### config.mk
export PLATFORM = sky130hd
export DESIGN_NAME = cps_sequencer
export DESIGN_NICKNAME = d
export VERILOG_FILES = /design/src/inc/cps_pkg.sv /design/src/hw/cps_sequencer.sv
export SDC_FILE = /design/constraint.sdc
export NUM_CORES = 1
export LEC_CHECK = 0
export ABC_AREA = 0
export CAP_MARGIN = 20
export CORE_MARGIN = 1
export CORE_UTILIZATION = 50
export CTS_CLUSTER_DIAMETER = 100
export DETAILED_ROUTE_END_ITERATION = 8
export DONT_BUFFER_PORTS = 1
export PLACE_DENSITY = 0.73
export SLEW_MARGIN = 25
export SYNTH_ARGS = -nofsm -noshare
export SYNTH_HDL_FRONTEND = slang
export SYNTH_SLANG_ARGS = --single-unit
### constraint.sdc
create_clock -name core_clk_in -period 3.65 [get_ports core_clk_in]
set_input_delay 0.73 -clock core_clk_in [delete_from_list [all_inputs] [get_ports core_clk_in]]
set_output_delay 0.73 -clock core_clk_in [all_outputs]
set_load 0.01 [all_outputs]
### src/inc/cps_pkg.sv
package cps_pkg;

    // Width of one converted proximity sample.
    localparam int SAMPLE_W = 12;

    // Filter strengths as right shifts: fast noise filter, slow environment filter.
    localparam int USEFUL_SHIFT = 2;
    localparam int AVG_SHIFT    = 4;

    // Reset values of the processing chain.
    localparam logic [11:0] SAMPLE_RST = 12'h000;
    localparam logic [12:0] DIFF_RST   = 13'h0000;

    // A scan interval of this value switches proximity sensing off.
    localparam logic [2:0] SCAN_OFF = 3'h0;

    // Host configuration, written through the serial port logic on this clock.
    typedef struct packed {
        logic        sensor_pin_select;      // 1: aux sensor pin, 0: screen top layer.
        logic        shield_pin_select;      // 1: aux shield pin, 0: screen bottom layer.
        logic [2:0]  sense_gain_setting;     // Front-end sensitivity.
        logic        sense_gain_boost;       // Extra sensitivity, external sensor only.
        logic [1:0]  frontend_freq_setting;  // Front-end operating frequency.
        logic        high_immunity_enable;   // High noise immunity mode.
        logic [2:0]  scan_interval;          // Wake-up period in scan ticks, 0 is off.
        logic [7:0]  periodic_comp_interval; // Scans between periodic compensations.
        logic [7:0]  stuck_close_timeout;    // Close scans before a stuck compensation.
        logic [11:0] near_threshold;         // Difference above this means close.
        logic [11:0] drift_limit;            // Allowed average drift since compensation.
    } cps_cfg_s;

    // Control word toward the analog front-end and electrode switches.
    typedef struct packed {
        logic        sensor_on_top;    // Sensor role on the screen top layer.
        logic        sensor_on_aux;    // Sensor role on the aux sensor pin.
        logic        shield_on_bottom; // Shield role on the screen bottom layer.
        logic        shield_on_aux;    // Shield role on the aux shield pin.
        logic [2:0]  gain;             // Sensitivity.
        logic        boost;            // Sensitivity boost.
        logic [1:0]  freq;             // Operating frequency.
        logic        high_imm;         // High immunity mode.
        logic        comp_mode;        // Measure environment for compensation.
    } cps_afe_s;

    localparam cps_afe_s AFE_RST = '0;

    // Sequencer states.
    typedef enum logic [2:0] {
        CPS_IDLE, CPS_WAIT_ADC, CPS_COMP, CPS_RAW,
        CPS_USEFUL, CPS_AVG, CPS_DIFF, CPS_STAT
    } cps_state_e;

endpackage

### src/hw/cps_sequencer.sv
module cps_sequencer (
    // Clock and reset.
    input  wire logic              core_clk_in,
    input  wire logic              reset_in,
    // Host configuration and requests.
    input  wire cps_pkg::cps_cfg_s cfg_in,
    input  wire logic              host_comp_req_in,
    // Scan timebase and converter sharing.
    input  wire logic              scan_tick_in,
    input  wire logic              touch_busy_in,
    // Analog front-end answer.
    input  wire logic              afe_ready_in,
    input  wire logic [11:0]       afe_sample_in,
    // Analog front-end control.
    output logic                   afe_start_out,
    output cps_pkg::cps_afe_s      afe_ctl_out,
    output logic                   prox_adc_owned_out,
    // Results and status for the host.
    output logic [11:0]            raw_sample_out,
    output logic [11:0]            filtered_sample_out,
    output logic [11:0]            environment_average_out,
    output logic [12:0]            user_difference_out,
    output logic                   near_status_out,
    output logic                   conversion_active_flag_out,
    output logic                   comp_pending_flag_out
);

    // Widens an unsigned sample to a signed 13-bit value.
    function automatic logic signed [12:0] sx(input logic [11:0] v);
        return $signed({1'b0, v});
    endfunction

    cps_pkg::cps_state_e st;          // Sequencer state.
    cps_pkg::cps_state_e next_st;     // Its next value.
    logic [11:0]         raw_sample;  // Last converted sample.
    logic [11:0]         filt;        // Noise-filtered sample.
    logic [11:0]         avg;         // Environment average.
    logic [11:0]         drift_ref;   // Average right after the last compensation.
    logic signed [12:0]  diff;        // User-related difference.
    logic                near;        // Close status.
    logic                pending;     // Merged compensation request.
    logic                first;       // Next scan seeds the filters.
    logic                scan_en_q;   // Scan enable one cycle ago.
    logic [2:0]          scan_cnt;    // Scan ticks counted in idle.
    logic [7:0]          period_cnt;  // Scans since the last periodic request.
    logic [7:0]          stuck_cnt;   // Consecutive close scans.
    logic                conv_q;      // Registered copy of the not-idle state.

    // Decoded conditions.
    wire scan_en    = cfg_in.scan_interval != cps_pkg::SCAN_OFF;
    wire in_idle    = st == cps_pkg::CPS_IDLE;
    wire in_wait    = st == cps_pkg::CPS_WAIT_ADC;
    wire in_comp    = st == cps_pkg::CPS_COMP;
    wire in_stat    = st == cps_pkg::CPS_STAT;
    wire tick_last  = 3'(scan_cnt + 3'h1) == cfg_in.scan_interval;
    wire wake       = in_idle && scan_en && scan_tick_in && tick_last;
    wire adc_take   = in_wait && !touch_busy_in;
    wire comp_done  = in_comp && afe_ready_in;
    wire raw_done   = (st == cps_pkg::CPS_RAW) && afe_ready_in;

    // Filter arithmetic, one step toward the new input each scan.
    wire signed [12:0] useful_step = (sx(raw_sample) - sx(filt)) >>> cps_pkg::USEFUL_SHIFT;
    wire signed [12:0] avg_step    = (sx(filt) - sx(avg)) >>> cps_pkg::AVG_SHIFT;
    wire signed [12:0] useful_sum  = sx(filt) + useful_step;
    wire signed [12:0] avg_sum     = sx(avg) + avg_step;
    wire signed [12:0] next_diff   = sx(filt) - sx(avg);

    // Drift of the average since the last compensation, as a magnitude.
    wire signed [12:0] drift       = sx(avg) - sx(drift_ref);
    wire        [12:0] drift_mag   = drift[12] ? 13'(-drift) : 13'(drift);

    // The five request sources.
    wire req_start  = scan_en && !scan_en_q;
    wire req_drift  = in_stat && (cfg_in.drift_limit != 12'h000)
                      && (drift_mag > {1'b0, cfg_in.drift_limit});
    wire req_period = in_stat && (cfg_in.periodic_comp_interval != 8'h00)
                      && (8'(period_cnt + 8'h01) >= cfg_in.periodic_comp_interval);
    wire req_stuck  = in_stat && near && (cfg_in.stuck_close_timeout != 8'h00)
                      && (8'(stuck_cnt + 8'h01) >= cfg_in.stuck_close_timeout);
    wire req_any    = req_start | host_comp_req_in | req_drift
                      | req_period | req_stuck;

    // A start pulse goes out when the converter is taken and after compensation.
    wire next_start = adc_take | comp_done;

    // Next-state decode of the sequencer.
    always_comb begin
        next_st = st;
        unique case (st)
            cps_pkg::CPS_IDLE:     if (wake) next_st = cps_pkg::CPS_WAIT_ADC;
            cps_pkg::CPS_WAIT_ADC: begin
                // Compensation only ever starts here, at the head of a scan.
                if (adc_take) next_st = pending ? cps_pkg::CPS_COMP
                                                : cps_pkg::CPS_RAW;
            end
            cps_pkg::CPS_COMP:     if (comp_done) next_st = cps_pkg::CPS_RAW;
            cps_pkg::CPS_RAW:      if (raw_done) next_st = cps_pkg::CPS_USEFUL;
            cps_pkg::CPS_USEFUL:   next_st = cps_pkg::CPS_AVG;
            cps_pkg::CPS_AVG:      next_st = cps_pkg::CPS_DIFF;
            cps_pkg::CPS_DIFF:     next_st = cps_pkg::CPS_STAT;
            cps_pkg::CPS_STAT:     next_st = cps_pkg::CPS_IDLE;
        endcase
    end

    // Electrode routing and front-end settings, applied only while sampling.
    // Outside an operation every electrode switch is open so touch owns the pins.
    wire     next_owned = (next_st == cps_pkg::CPS_COMP) || (next_st == cps_pkg::CPS_RAW);
    cps_pkg::cps_afe_s next_afe;
    always_comb begin
        next_afe = cps_pkg::AFE_RST;
        if (next_owned) begin
            next_afe.sensor_on_aux    = cfg_in.sensor_pin_select;
            next_afe.sensor_on_top    = !cfg_in.sensor_pin_select;
            next_afe.shield_on_aux    = cfg_in.shield_pin_select;
            next_afe.shield_on_bottom = !cfg_in.shield_pin_select;
            next_afe.gain             = cfg_in.sense_gain_setting;
            next_afe.boost            = cfg_in.sense_gain_boost;
            next_afe.freq             = cfg_in.frontend_freq_setting;
            next_afe.high_imm         = cfg_in.high_immunity_enable;
            next_afe.comp_mode        = next_st == cps_pkg::CPS_COMP;
        end
    end

    // State, converter ownership and front-end control registers.
    always_ff @(posedge core_clk_in) begin
        if (reset_in) begin
            st                 <= cps_pkg::CPS_IDLE;
            afe_start_out      <= 1'b0;
            afe_ctl_out        <= cps_pkg::AFE_RST;
            prox_adc_owned_out <= 1'b0;
            scan_en_q          <= 1'b0;
            conv_q             <= 1'b0;
        end else begin
            st                 <= next_st;
            afe_start_out      <= next_start;
            afe_ctl_out        <= next_afe;
            prox_adc_owned_out <= next_owned;
            scan_en_q          <= scan_en;
            // Loaded from the next state so it tracks the state register exactly.
            conv_q             <= next_st != cps_pkg::CPS_IDLE;
        end
    end

    // Scan tick counter; ticks that land during an operation are dropped.
    always_ff @(posedge core_clk_in) begin
        if (reset_in || !scan_en) begin
            scan_cnt <= 3'h0;
        end else if (in_idle && scan_tick_in) begin
            scan_cnt <= tick_last ? 3'h0 : 3'(scan_cnt + 3'h1);
        end
    end

    // Merged pending flag; a new request wins over the clear of the same cycle.
    always_ff @(posedge core_clk_in) begin
        if (reset_in) begin
            pending <= 1'b0;
        end else begin
            pending <= req_any | (pending & !comp_done);
        end
    end

    // Processing chain, one stage per state.
    always_ff @(posedge core_clk_in) begin
        if (reset_in) begin
            raw_sample <= cps_pkg::SAMPLE_RST;
            filt       <= cps_pkg::SAMPLE_RST;
            avg        <= cps_pkg::SAMPLE_RST;
            drift_ref  <= cps_pkg::SAMPLE_RST;
            diff       <= cps_pkg::DIFF_RST;
            near       <= 1'b0;
            first      <= 1'b1;
        end else begin
            if (comp_done) begin
                // New offset: filters restart from the next sample.
                first <= 1'b1;
            end
            if (raw_done) begin
                raw_sample <= afe_sample_in;
            end
            if (st == cps_pkg::CPS_USEFUL) begin
                filt <= first ? raw_sample : useful_sum[11:0];
            end
            if (st == cps_pkg::CPS_AVG) begin
                first <= 1'b0;
                if (first) begin
                    avg       <= filt;
                    drift_ref <= filt;
                end else if (!near) begin
                    avg <= avg_sum[11:0];
                end
            end
            if (st == cps_pkg::CPS_DIFF) begin
                diff <= next_diff;
            end
            if (in_stat) begin
                // Only this state moves the status, so it holds between scans.
                near <= diff > sx(cfg_in.near_threshold);
            end
        end
    end

    // Scan-based request counters, advanced once per finished scan.
    always_ff @(posedge core_clk_in) begin
        if (reset_in) begin
            period_cnt <= 8'h00;
            stuck_cnt  <= 8'h00;
        end else if (in_stat) begin
            period_cnt <= req_period ? 8'h00 : 8'(period_cnt + 8'h01);
            stuck_cnt  <= (!near || req_stuck) ? 8'h00 : 8'(stuck_cnt + 8'h01);
        end
    end

    // Host-visible copies come straight from the working registers.
    assign raw_sample_out             = raw_sample;
    assign filtered_sample_out        = filt;
    assign environment_average_out    = avg;
    assign user_difference_out        = diff;
    assign near_status_out            = near;
    assign conversion_active_flag_out = conv_q;
    assign comp_pending_flag_out      = pending;
endmodule // cps_sequencer

Yosys cells after proc, flatten, opt, wreduce, memory -nomap -nowiden
Cells that the tools add are included.
{"block": "op_classes", "addsub": 9, "mul": 0, "div_mod_pow": 0, "order_cmp": 4, "n_eq_ne": 11, "shifts": 0, "mux": 15, "bitwise": 8, "reduce_logical": 35}
{"op": "$sub 12x12->13", "n": 3}
{"op": "$mux 12", "n": 3}
{"op": "$pmux 3 s8", "n": 1}
{"op": "$add 8x1->8 const B", "n": 2}
{"op": "$ge 8x8->1", "n": 2}
{"op": "$mux 8", "n": 2}
{"op": "$reduce_bool 8->1", "n": 2}
{"op": "$logic_and 1x1->1", "n": 15}
{"op": "$mux 3", "n": 5}
{"op": "$gt 13x12->1", "n": 1}
{"op": "$gt 13x13->1", "n": 1}
{"op": "$mux 13", "n": 1}
{"op": "$neg 13->13", "n": 1}
{"op": "$add 12x11->12", "n": 1}
{"op": "$add 12x9->12", "n": 1}
{"op": "$eq 3x2->1 const B", "n": 4}
{"op": "$eq 3x3->1 const B", "n": 4}
{"op": "$reduce_bool 12->1", "n": 1}
{"op": "$logic_not 1->1", "n": 7}
{"op": "$or 1x1->1", "n": 6}
{"op": "$reduce_bool 3->1", "n": 2}
{"op": "$reduce_and 2->1", "n": 2}
{"op": "$add 3x1->3 const B", "n": 1}
{"op": "$eq 3x1->1 const B", "n": 1}
{"op": "9 further kinds", "n": 13}
{"block": "word_totals", "register_bits": 102, "latch_bits": 0, "ram_bits": 0, "mem_bits_ro": 0, "in_bits": 70, "output_inout_bits": 66, "word_cells": 107, "memories": 0}

Longest topological paths before layout
Gate-level depths: netlist (run 1).
{"block": "logic_depth", "depth_word": 10, "mapped_depth": 21, "mapped_depth_nobuf": 20}

Least setup slack after synthesis (run 1)
OpenSTA, ideal clock, no wires.
{"block": "synth_timing", "path_type": "flip-flop to flip-flop", "start": "register avg[1] (netlist: environment_average_out[1])", "end": "register pending (netlist: comp_pending_flag_out)", "setup_ps": 113, "t_arrival_ps": 4006, "required_ps": 3537, "path_slack_ps": -469, "stages_incl_launch_ff": 18, "n_path_buf": 0, "period_less_slack_ps": 4119, "cell_sequence": "dfxtp_1 inv_1 fa_1 and2b_1 o2111ai_2 nand3b_2 xnor2_1 or4b_4 or3_4 o31ai_4 xnor2_1 ha_1 nand3_1 or4_1 nand3_1 a31o_2 a41o_1 nand2_1"}
{"block": "synth_via", "elab_chain_len": 9}
{"item": "start: declaration", "line_no": "cps_sequencer.sv:37", "text": "logic [11:0] avg;"}
{"item": "start signal: assignment", "line_no": "cps_sequencer.sv:167", "text": "avg <= cps_pkg::SAMPLE_RST;"}
{"item": "start signal: assignment", "line_no": "cps_sequencer.sv:186", "text": "avg <= filt;"}
{"item": "start signal: assignment", "line_no": "cps_sequencer.sv:189", "text": "avg <= avg_sum[11:0];"}
{"item": "$sub 12x12->13 *", "line_no": "cps_sequencer.sv:69", "text": "wire signed [12:0] drift = sx(avg) - sx(drift_ref);"}
{"item": "$neg 13->13", "line_no": "cps_sequencer.sv:70", "text": "wire [12:0] drift_mag = drift[12] ? 13'(-drift) : 13'(drift);"}
{"item": "$mux 13 *", "line_no": "cps_sequencer.sv:70"}
{"item": "$gt 13x12->1 *", "line_no": "cps_sequencer.sv:75", "text": "&& (drift_mag > {1'b0, cfg_in.drift_limit});"}
{"item": "$logic_and 1x1->1 *", "line_no": "cps_sequencer.sv:75"}
{"item": "$or 1x1->1 *", "line_no": "cps_sequencer.sv:80", "text": "wire req_any = req_start | host_comp_req_in | req_drift"}
{"item": "$or 1x1->1 * (2 in a row)", "line_no": "cps_sequencer.sv:81", "text": "| req_period | req_stuck;"}
{"item": "$or 1x1->1 *", "line_no": "cps_sequencer.sv:158", "text": "pending <= req_any | (pending & !comp_done);"}
{"item": "end signal: assignment", "line_no": "cps_sequencer.sv:158"}
{"item": "end: declaration", "line_no": "cps_sequencer.sv:41", "text": "logic pending;"}
Mark *: on every way between the ends. The rest lies on a longest branch, timed or not.
A chain may end at the register's enable or synchronous reset.

Final worst setup path (run 1)
{"block": "layout_timing", "start": "register avg[0] (netlist: environment_average_out[0])", "end": "register pending (netlist: comp_pending_flag_out)"}
The elaborated chain is that of the path after synthesis.

==> results of run 1 <==
==> area by class of cell <==
type / instances / area (um^2) / area share [%]
clock inverters: 6 / 73.8 / 0.782
well taps: 211 / 264 / 2.80
flip-flops and latches: 102 / 2050 / 21.7
repair buffers: 123 / 923 / 9.78
clock buffers: 10 / 239 / 2.53
multi-input cells: 791 / 5560 / 58.9
inverters: 87 / 327 / 3.46
==> path summary, 6_finish.rpt <==
path | slack (ns) | to | start | depth (start not counted)
worst max register to register | -0.45 | comp_pending_flag_out$_SDFF_PP0_ | environment_average_out[0]$_SDFFE_PP0P_ | 18
worst min-delay path | 0.43 | period_cnt[0]$_SDFFE_PP0P_ | reset_in | 1
worst max-delay path | -0.45 | comp_pending_flag_out$_SDFF_PP0_ | environment_average_out[0]$_SDFFE_PP0P_ | 18
worst min register to register | 0.45 | drift_ref[8]$_SDFFE_PP0P_ | drift_ref[8]$_SDFFE_PP0P_ | 2
==> logic make-up (layout without fill, tap and decap cells) <==
group / after synthesis / in the layout / share of synthesized area, %
mux: 8 / 8 / 1.02
xor+xnor: 67 / 67 / 7.48
buf+inv: 122 / 226 / 5.87
fa+ha+maj: 105 / 105 / 17.1
simple gates: 359 / 359 / 22.1
compound gates: 252 / 252 / 20.4
flops: 102 / 102 / 26.0
==> Yosys cell counts (all sizes together) (5+ instances only) <==
library cell / number
a211oi: 16
clkbuf: 31
nand3b: 7
ha: 101
nor4: 11
a22oi: 5
o211ai: 6
and3: 18
nor3: 28
o21ai: 48
xor2: 18
or2: 8
a21oi: 93
nor2: 74
o21a: 14
nand2b: 15
a31oi: 8
a311oi: 13
dfxtp: 102
mux2i: 8
nand2: 125
nand3: 23
xnor2: 49
and2: 9
inv: 87
a21o: 14
nor2b: 15
or3: 5
nand4: 6
==> through the flow <==
| step | hold slack, ns | utilization (%) | TNS (ns) | total power (uW) |
|---|---|---|---|---|
| after floorplan | 0.436 | - | -0.324 | 1360 |
| after global placement | 0.437 | 58.1 | -0.551 | 1420 |
| after detailed placement | 0.442 | 58.1 | -0.892 | 1420 |
| after CTS | 0.427 | 60.6 | -0.569 | 2440 |
| after global routing | 0.421 | 61.9 | -1.03 | 2520 |
| final | 0.434 | 61.9 | -0.491 | 2430 |
==> critical path, cell delays in order, from the launching register on <==
cell       delay (ns)
dfxtp_4          0.35
inv_2            0.04
ha_4             0.16
fa_2             0.36
and2b_2          0.26
o2111ai_4        0.16
nand3b_4         0.12
xnor2_2          0.08
or4b_4           0.50
or3_4            0.42
o31ai_4          0.18
xnor2_1          0.10
ha_1             0.32
nand3_2          0.07
or4_1            0.52
nand3_1          0.09
a31o_2           0.10
a41o_1           0.13
nand2_1          0.05
==> repair_timing <==
item                       CTS  global route
setup buffers                3             6
pin swaps                   14            35
setup endpoints to repair    8             9
resized for setup           18            33
==> where the power goes <==
group          internal (uW)  total, uW  switching [uW]  leakage [uW]
registers               1130       1160            29.3      0.000827
clock network            564       1020             456      0.000156
logic                    127        251             125       0.00322
==> routing by layer <==
layer	wire length (um)	vias up	global-route usage (%)
li1	-	3769	-
met1	8680	3366	29.1
met2	9480	193	41.8
met3	1230	31	5.36
met4	502	0	9.10
met5	0	-	0
==> state kept, by name, indices dropped and copies added (netlist names) <==
| name | cells |
|---|---|
| afe_ctl_out | 12 |
| environment_average_out | 12 |
| drift_ref | 12 |
| period_cnt | 8 |
| filtered_sample_out | 12 |
| st | 3 |
| scan_cnt | 3 |
| raw_sample_out | 12 |
| conversion_active_flag_out | 1 |
| stuck_cnt | 8 |
| first | 1 |
| prox_adc_owned_out | 1 |
| comp_pending_flag_out | 1 |
| user_difference_out | 13 |
| afe_start_out | 1 |
| near_status_out | 1 |
| scan_en_q | 1 |
==> metrics.txt, run 1 <==
status=finished with violations; failing checks=setup timing; routability congestion estimate=0.887; slew margin rel.=48.0%; pins over their slew limit=0; antenna-violating nets left=0; minimum clock period=4.10 ns; clock buffer depth=2; Port-buffer cells=0; die width=127 um; Fillers=1345; Cells after Synth=1015; Mapped Area=7850 um^2; Die Ht=127 um; fin cells=1330; Crit Path Class=reg2reg; clock latency on the worst-skew pair=0.35 ns; Clock Sinks=102; RSZ-0062 raised after global routing=yes; Final WS setup=-0.447 ns; Initial Util=51.4%; Detailed Route Iter0 Violations=351; vias per inst=5.53; Syn Nets=1190; diode count=0; core area=15300 um^2; Crit path arrival time=4.35 ns; Detailed Place HPWL=15.6 mm; Seq cells post-synth=102; Final setup viols=2; Synth top area share=26.0%; I/O pins=136; post-synthesis sequential area ratio=26.0%; mean routed wirelength per cell=15.0 um; GRT Total Usage=24.1%; CTS tree=yes; FFs w/ async S/R, synth=0%; Mapped Avg Cell Area=7.73 um^2; synth top area cells=dfxtp_1 (26%), ha_1 (16%), nand2_1 (6.0%), a21oi_1 (5.9%), xnor2_1 (5.5%); Die ar.=16200 um^2; peak supply drop=0.266 mV; skew final=0.0125 ns; number of synthesized flops with an enable pin=0; NumNets Final=1289; Min-Delay Path Class=in2reg; endpoints failing hold=0; Finished Cell Area=9440 um^2; Top FF cell, synth=dfxtp_1; clock slew at reported path FFs=0.08 ns; Unique masters post-synth=61; cts hold-fix bufs=0; first-pass GRT wire length=31.4 mm; layout cell share with drive strength beyond 1=17.9%; placed instance count=1305; Startpoint Class=flop; fmax=244 MHz; DR vias=7359; number of global-route vias before repair=6731; Syn-to-layout area delta=20.3%; most frequent cells in the layout=nand2_1 (125), buf_4 (123), dfxtp_1 (97), ha_1 (96); commonest non-fill, non-tap cell in the layout=nand2_1; Power Density=258 nW/um^2; CTS Buf Count=9; largest area contributor in the netlist=dfxtp_1; placed cell area=8860 um^2; antenna violations before repair=0; Data required, critical path=3.90 ns; grt ovf=0; worst-path maximum fanout=3; # H-tree levels=3; Yosys warnings=0; row cnt=45; Max Cap Viol=0; actual slew at the worst max-slew pin=0.779 ns; pre-CTS setup slack=-0.442 ns; # DRC=0; drt first pass iters=5; largest net degree at the start of global routing=83; crit end category=flop; Routed WL=19.9 mm; Lkg Pwr=0.00420 uW; Tcrit/Tclk final=112%; CTS root buffer=clkbuf_16
No activity file was read; power rests on OpenSTA's default activity.
==> run 2, diff against run 1 <==
--- a/config.mk
+++ b/config.mk
@@ -12,7 +12,7 @@
 export CTS_CLUSTER_DIAMETER = 100
 export DETAILED_ROUTE_END_ITERATION = 8
 export DONT_BUFFER_PORTS = 1
-export PLACE_DENSITY = 0.73
+export PLACE_DENSITY = 0.68
 export SLEW_MARGIN = 25
 export SYNTH_ARGS = -nofsm -noshare
 export SYNTH_HDL_FRONTEND = slang
==> run 2 against run 1 <==
  * Count of clock-buffer cells in the layout grew 1
  * Hold slack lost 0.00083 ns
  * Final cell count grew 2.0%
  * Largest power group unchanged
  * Critical endpoint unchanged
  * Final area grew 3.6%
  * First-iteration DRC count grew 32%
  * Die area is the same
  * Highest routed layer unchanged
  * Combinational power grew 6%
  * The flow still finishes with violations (setup timing)
  * Routed wire length grew 6.3%
  * Flip-flop and latch count is the same
  * Register-to-register slack is essentially flat
  * Sequential power is essentially flat
==> metrics.txt, run 2 (same netlist as run 1, synthesis figures left out) <==
Comb pwr share=11.4% (was 10.3%); WHS Endpoint=afe_ctl_out[9]$_SDFF_PP0_ (was period_cnt[0]$_SDFFE_PP0P_); most frequent cells in the layout=buf_4 (146), nand2_1 (125), dfxtp_1 (96), ha_1 (92), inv_1 (84) (was nand2_1 (125), buf_4 (123), dfxtp_1 (97), ha_1 (96)); crit end category=flop (unchanged); CTS Buf Count=9 (unchanged); switching portion of total power=25.5% (was 25.1%); Lkg Pwr=0.00435 uW (was 0.00420 uW); first-pass GRT wire length=34.1 mm (was 31.4 mm); failing checks=setup timing (unchanged); Min-Delay Path Class=in2reg (unchanged); Crit Path Class=reg2reg (unchanged); peak supply drop=0.229 mV (was 0.266 mV); DR vias=7546 (was 7359); crit path max-delay cell type=or4b_4 (was or4_1); worst-path maximum fanout=3 (unchanged); clock share of power=39.2% (was 41.9%); routed wire length on met3=1.14 mm (was 1.23 mm); diode count=0 (unchanged); antenna violations before repair=0 (unchanged); antenna-violating nets left=0 (unchanged); placed instance count=1304 (was 1305); minimum clock period=4.10 ns (about the same); Final setup viols=4 (was 2); Syn-to-layout area delta=24.7% (was 20.3%); highest metal used=met4 (unchanged); Die Ht=127 um (unchanged); max FFs per register=13 (unchanged); die width=127 um (unchanged); Detailed Place HPWL=15.5 mm (was 15.6 mm); # DRC=0 (unchanged); endpoints failing hold=0 (unchanged); Initial Util=51.4% (unchanged); row cnt=45 (unchanged); Startpoint Class=flop (unchanged); Max Cap Viol=0 (unchanged); skew final=0.00888 ns (was 0.0125 ns); clock slew at reported path FFs=0.07 ns (was 0.08 ns); Tcrit/Tclk final=112% (about the same); Final WS setup=-0.451 ns (was -0.447 ns); CTS root buffer=clkbuf_16 (unchanged); DRT met1 WL=9.36 mm (was 8.68 mm); core area=15300 um^2 (unchanged); slew margin rel.=52.5% (was 48.0%); worst reg2reg setup slack=-0.45 ns (about the same); total power=2350 uW (was 2430 uW); pins over their slew limit=0 (unchanged); # H-tree levels=3 (unchanged); Data required, critical path=3.90 ns (about the same); Reg2Reg Launch Point=environment_average_out[0]$_SDFFE_PP0P_ (unchanged); Hold Path Stages=1 (unchanged); worst-path cell chain=inv_1 > ha_1 > fa_2 > and2b_1 > o2111ai_2 > nand3b_2 > xnor2_2 > or4b_4 > or3_4 > o31ai_4 > xnor2_1 > ha_1 > nand3_1 > or4_1 > nand3_1 > a31o_2 > a41o_1 > nand2_1 (was inv_2 > ha_4 > fa_2 > and2b_2 > o2111ai_4 > nand3b_4 > xnor2_2 > or4b_4 > or3_4 > o31ai_4 > xnor2_1 > ha_1 > nand3_2 > or4_1 > nand3_1 > a31o_2 > a41o_1 > nand2_1); mean routed wirelength per cell=15.6 um (was 15.0 um); Crit path arrival time=4.35 ns (about the same); largest net degree at the start of global routing=83 (unchanged); grt ovf=0 (unchanged); drt first pass iters=5 (unchanged); NumNets Final=1317 (was 1289); status=finished with violations (unchanged); number of global-route vias before repair=7115 (was 6731); RSZ-0062 raised after global routing=yes (unchanged); routability congestion estimate=0.883 (was 0.887); Die ar.=16200 um^2 (unchanged); Seq pwr share=49.4% (was 47.7%); switching power total=598 uW (was 610 uW); cell-internal power=1750 uW (was 1820 uW); Routed WL=21.1 mm (was 19.9 mm); CP bufs+invs=1 (unchanged); Clock Sinks=102 (unchanged); layout cell share with drive strength beyond 1=21.5% (was 17.9%); actual slew at the worst max-slew pin=0.708 ns (was 0.779 ns); fin cells=1357 (was 1330); worst flop-to-flop path endpoint=comp_pending_flag_out$_SDFF_PP0_ (unchanged); Fillers=1281 (was 1345); worst r2r path cells=18 (unchanged); min-delay src=cfg_in[50] (was reset_in); Port-buffer cells=0 (unchanged); clock buffer depth=2 (unchanged); met2 wire len=10.1 mm (was 9.48 mm); Power Density=240 nW/um^2 (was 258 nW/um^2); CTS tree=yes (unchanged); clock latency on the worst-skew pair=0.36 ns (was 0.35 ns); cts hold-fix bufs=0 (unchanged); vias per inst=5.56 (was 5.53); Critical Path Max Stage Delay=0.54 ns (was 0.52 ns); Setup TNS=-0.819 ns (was -0.491 ns); GRT Total Usage=26.1% (was 24.1%); largest delay contributor family on the critical path=simple AND/OR/NAND/NOR gates (unchanged); pre-CTS setup slack=-0.449 ns (was -0.442 ns); Detailed Route Iter0 Violations=465 (was 351); I/O pins=136 (unchanged); fmax=244 MHz (about the same); commonest non-fill, non-tap cell in the layout=buf_4 (was nand2_1)
## run 2: cell count changes in the layout (fill, tap and decap cells not counted), sizes merged
cell	delta
buf	+28
inv	-5
clkinv	+3
bufinv	-1
clkbuf	+1
clkinvlp	+1
## run 2: layer usage
layer	track usage, %	vias up
li1	-	3832
met3	4.44	36
met4	9.03	0
met2	44.8	209
met1	32.9	3469
met5	0	-
## run 2: layout make-up
| type | instances | area [um^2] | share of cell area, % |
|---|---|---|---|
| Multi-Input combinational cell | 791 | 5700 | 58.3 |
| Sequential cell | 102 | 2060 | 21.0 |
| Timing Repair Buffer | 151 | 1160 | 11.8 |
| Inverter | 87 | 332 | 3.39 |
| Tap cell | 211 | 264 | 2.70 |
| Clock buffer | 11 | 243 | 2.48 |
| Clock inverter | 4 | 33.8 | 0.345 |
## run 2: power by group through the flow
stage          logic (uW)  clock network (uW)  registers, uW
2_1_floorplan         188                   0           1180
3_3_place_gp          233                   0           1190
3_5_place_dp          238                   0           1190
4_1_cts               254                 927           1160
5_1_grt               298                 976           1160
6_report              267                 919           1160
## run 2: through the flow
stage / hold slack (ns) / util [%] / area (um^2)
floorplan: 0.436 / - / 7870
global placement: 0.436 / 58.0 / 8850
detailed placement: 0.441 / 58.1 / 8860
CTS: 0.430 / 62.3 / 9510
global route: 0.427 / 64.1 / 9790
finish: 0.433 / 64.1 / 9790
## run 2: worst max-delay path by stage
stage / slack [ns] / to / depth (start not counted) / start
5_1_grt: -0.60 / comp_pending_flag_out$_SDFF_PP0_ / 18 / environment_average_out[0]$_SDFFE_PP0P_
3_3_place_gp: -0.36 / comp_pending_flag_out$_SDFF_PP0_ / 18 / environment_average_out[0]$_SDFFE_PP0P_
4_1_cts: -0.45 / comp_pending_flag_out$_SDFF_PP0_ / 18 / environment_average_out[0]$_SDFFE_PP0P_
2_1_floorplan: -0.32 / comp_pending_flag_out$_SDFF_PP0_ / 18 / environment_average_out[0]$_SDFFE_PP0P_
3_5_place_dp: -0.45 / comp_pending_flag_out$_SDFF_PP0_ / 18 / environment_average_out[0]$_SDFFE_PP0P_
6_report: -0.45 / comp_pending_flag_out$_SDFF_PP0_ / 18 / environment_average_out[0]$_SDFFE_PP0P_
## run 2: repair_timing
item / 4_1_cts / 5_1_grt
setup endpoints to repair: 8 / 12
gates resized for setup: 37 / 50
pin swaps: 23 / 49
buffers inserted: 32 / 9
==> run 3, diff against run 2 <==
--- a/config.mk
+++ b/config.mk
@@ -12,7 +12,6 @@
 export CTS_CLUSTER_DIAMETER = 100
 export DETAILED_ROUTE_END_ITERATION = 8
 export DONT_BUFFER_PORTS = 1
-export PLACE_DENSITY = 0.68
 export SLEW_MARGIN = 25
 export SYNTH_ARGS = -nofsm -noshare
 export SYNTH_HDL_FRONTEND = slang
==> constraint.sdc (replaced) <==
create_clock -name core_clk_in -period 4.55 [get_ports core_clk_in]
set_input_delay 0.91 -clock core_clk_in [delete_from_list [all_inputs] [get_ports core_clk_in]]
set_output_delay 0.91 -clock core_clk_in [all_outputs]
set_load 0.01 [all_outputs]
==> run 3 against run 2 <==
  * The run now ends clean
  * Global-route usage shrank 2.1 points
  * Flip-flop and latch count is the same
  * Hold slack gained 0.021 ns
  * First-iteration DRC count shrank 21%
  * Register-to-register slack gained 0.84 ns
  * Setup slack gained 0.84 ns
  * Core utilization shrank 9.0 points
  * Highest routed layer unchanged
==> metrics.txt, run 3 (same netlist as run 1, synthesis figures left out) <==
Post-CTS Setup Repair Bufs=0 (was 32); Final setup viols=0 (was 4); pins over their slew limit=0 (unchanged); grt ovf=0 (unchanged); max FFs per register=13 (unchanged); Startpoint Class=flop (unchanged); Clock Sinks=102 (unchanged); # H-tree levels=3 (unchanged); Die ar.=16200 um^2 (unchanged); clock slew at reported path FFs=0.07 ns (about the same); Initial Util=51.4% (unchanged); die width=127 um (unchanged); FF/Latch Area=2040 um^2 (was 2060 um^2); Min-Delay Path Class=reg2reg (was in2reg); Fillers=1509 (was 1281); crit end category=flop (unchanged); number of global-route vias before repair=6383 (was 7115); skew final=0.00900 ns (was 0.00888 ns); cts hold-fix bufs=0 (unchanged); I/O pins=136 (unchanged); fmax=240 MHz (was 244 MHz); CTS root buffer=clkbuf_16 (unchanged); vias per inst=5.64 (was 5.56); DR vias=6902 (was 7546); slew margin rel.=43.4% (was 52.5%); worst-path maximum fanout=3 (unchanged); most frequent cells in the layout=nand2_1 (125), ha_1 (101), dfxtp_1 (101), a21oi_1 (93), inv_1 (87) (was buf_4 (146), nand2_1 (125), dfxtp_1 (96), ha_1 (92), inv_1 (84)); antenna-violating nets left=0 (unchanged); Power Density=224 nW/um^2 (was 240 nW/um^2); largest net degree at the start of global routing=83 (unchanged); NumNets Final=1182 (was 1317); Max Cap Viol=0 (unchanged); Syn-to-layout area delta=7.11% (was 24.7%); # DRC=0 (unchanged); Tcrit/Tclk final=91.5% (was 112%); routability congestion estimate=0.856 (was 0.883); RSZ-0062 raised after global routing=no (was yes); Setup TNS=0 ns (was -0.819 ns); status=finished clean (was finished with violations); minimum clock period=4.16 ns (was 4.10 ns); mean routed wirelength per cell=15.6 um (about the same); core area=15300 um^2 (unchanged); worst reg2reg setup slack=0.39 ns (was -0.45 ns); layout cell share with drive strength beyond 1=5.43% (was 21.5%); first-pass GRT wire length=31.1 mm (was 34.1 mm); antenna violations before repair=0 (unchanged); CTS Buf Count=9 (unchanged); Port-buffer cells=0 (unchanged); diode count=0 (unchanged); Crit path arrival time=4.42 ns (was 4.35 ns); Lkg Pwr=0.00356 uW (was 0.00435 uW); peak supply drop=0.152 mV (was 0.229 mV); PostCTS Resize Cnt=0 (was 37); clock buffer depth=2 (unchanged); actual slew at the worst max-slew pin=0.849 ns (was 0.708 ns); Routed WL=19.0 mm (was 21.1 mm); CTS tree=yes (unchanged); drt first pass iters=5 (unchanged); Data required, critical path=4.80 ns (was 3.90 ns); Final Util=55.1% (was 64.1%); Detailed Place HPWL=14.9 mm (was 15.5 mm); Multi-input gate area=5360 um^2 (was 5700 um^2); GRT Total Usage=23.9% (was 26.1%); commonest non-fill, non-tap cell in the layout=nand2_1 (was buf_4); clock latency on the worst-skew pair=0.36 ns (about the same); Detailed Route Iter0 Violations=367 (was 465); Crit Path Class=reg2reg (unchanged); endpoints failing hold=0 (unchanged); row cnt=45 (unchanged); Die Ht=127 um (unchanged)
==> run 3: path summary, 6_finish.rpt <==
check / from / endpoint / depth (start not counted)
worst max-delay path: environment_average_out[0]$_SDFFE_PP0P_ / comp_pending_flag_out$_SDFF_PP0_ / 18
worst min-delay path: drift_ref[6]$_SDFFE_PP0P_ / drift_ref[6]$_SDFFE_PP0P_ / 2
worst max register to register: environment_average_out[0]$_SDFFE_PP0P_ / comp_pending_flag_out$_SDFF_PP0_ / 18
worst min register to register: drift_ref[6]$_SDFFE_PP0P_ / drift_ref[6]$_SDFFE_PP0P_ / 2
==> run 3: per-stage QoR <==
| stage | hold slack (ns) | setup WS (ns) | std cells | total power, uW | instance area (um^2) |
|---|---|---|---|---|---|
| final | 0.454 | 0.388 | 1223 | 1880 | 8410 |
| after global placement | 0.437 | 0.442 | 1207 | 1120 | 8110 |
| after CTS | 0.451 | 0.359 | 1223 | 1900 | 8410 |
| after global routing | 0.468 | 0.117 | 1223 | 1960 | 8410 |
| after floorplan | 0.436 | 0.431 | 1015 | 1100 | 7850 |
| after detailed placement | 0.441 | 0.365 | 1207 | 1120 | 8110 |
==> run 3: final cells by class <==
class | count | area share (%)
well taps | 211 | 3.14
flip-flops and latches | 102 | 24.3
multi-input cells | 791 | 63.7
clock buffers | 9 | 2.68
clock inverters | 7 | 0.848
repair buffers | 16 | 1.43
inverters | 87 | 3.88
==> run 3: routing by layer <==
metal	track usage, %	share of wire (%)	vias to the layer above
met3	4.31	5.4	23
li1	-	-	3575
met2	41.4	46	173
met4	5.53	1.3	0
met1	30.9	47	3131
met5	0	0	-
==> run 3: worst max-delay path: stages, from the launching register on <==
cell,delay [ns]
dfxtp_1,0.34
inv_1,0.05
ha_1,0.21
fa_1,0.40
and2b_1,0.24
o2111ai_2,0.14
nand3b_2,0.11
xnor2_1,0.11
or4b_4,0.56
or3_4,0.36
o31ai_4,0.23
xnor2_1,0.09
ha_1,0.29
nand3_1,0.09
or4_1,0.46
nand3_1,0.09
a31o_2,0.10
a41o_1,0.15
nand2_1,0.04
==> run 3: power by group <==
part           leakage, uW  internal, uW  switching [uW]
clock network     0.000148           391             386
registers         0.000824           909            24.9
logic              0.00259          79.2            89.7
total              0.00356          1380             501
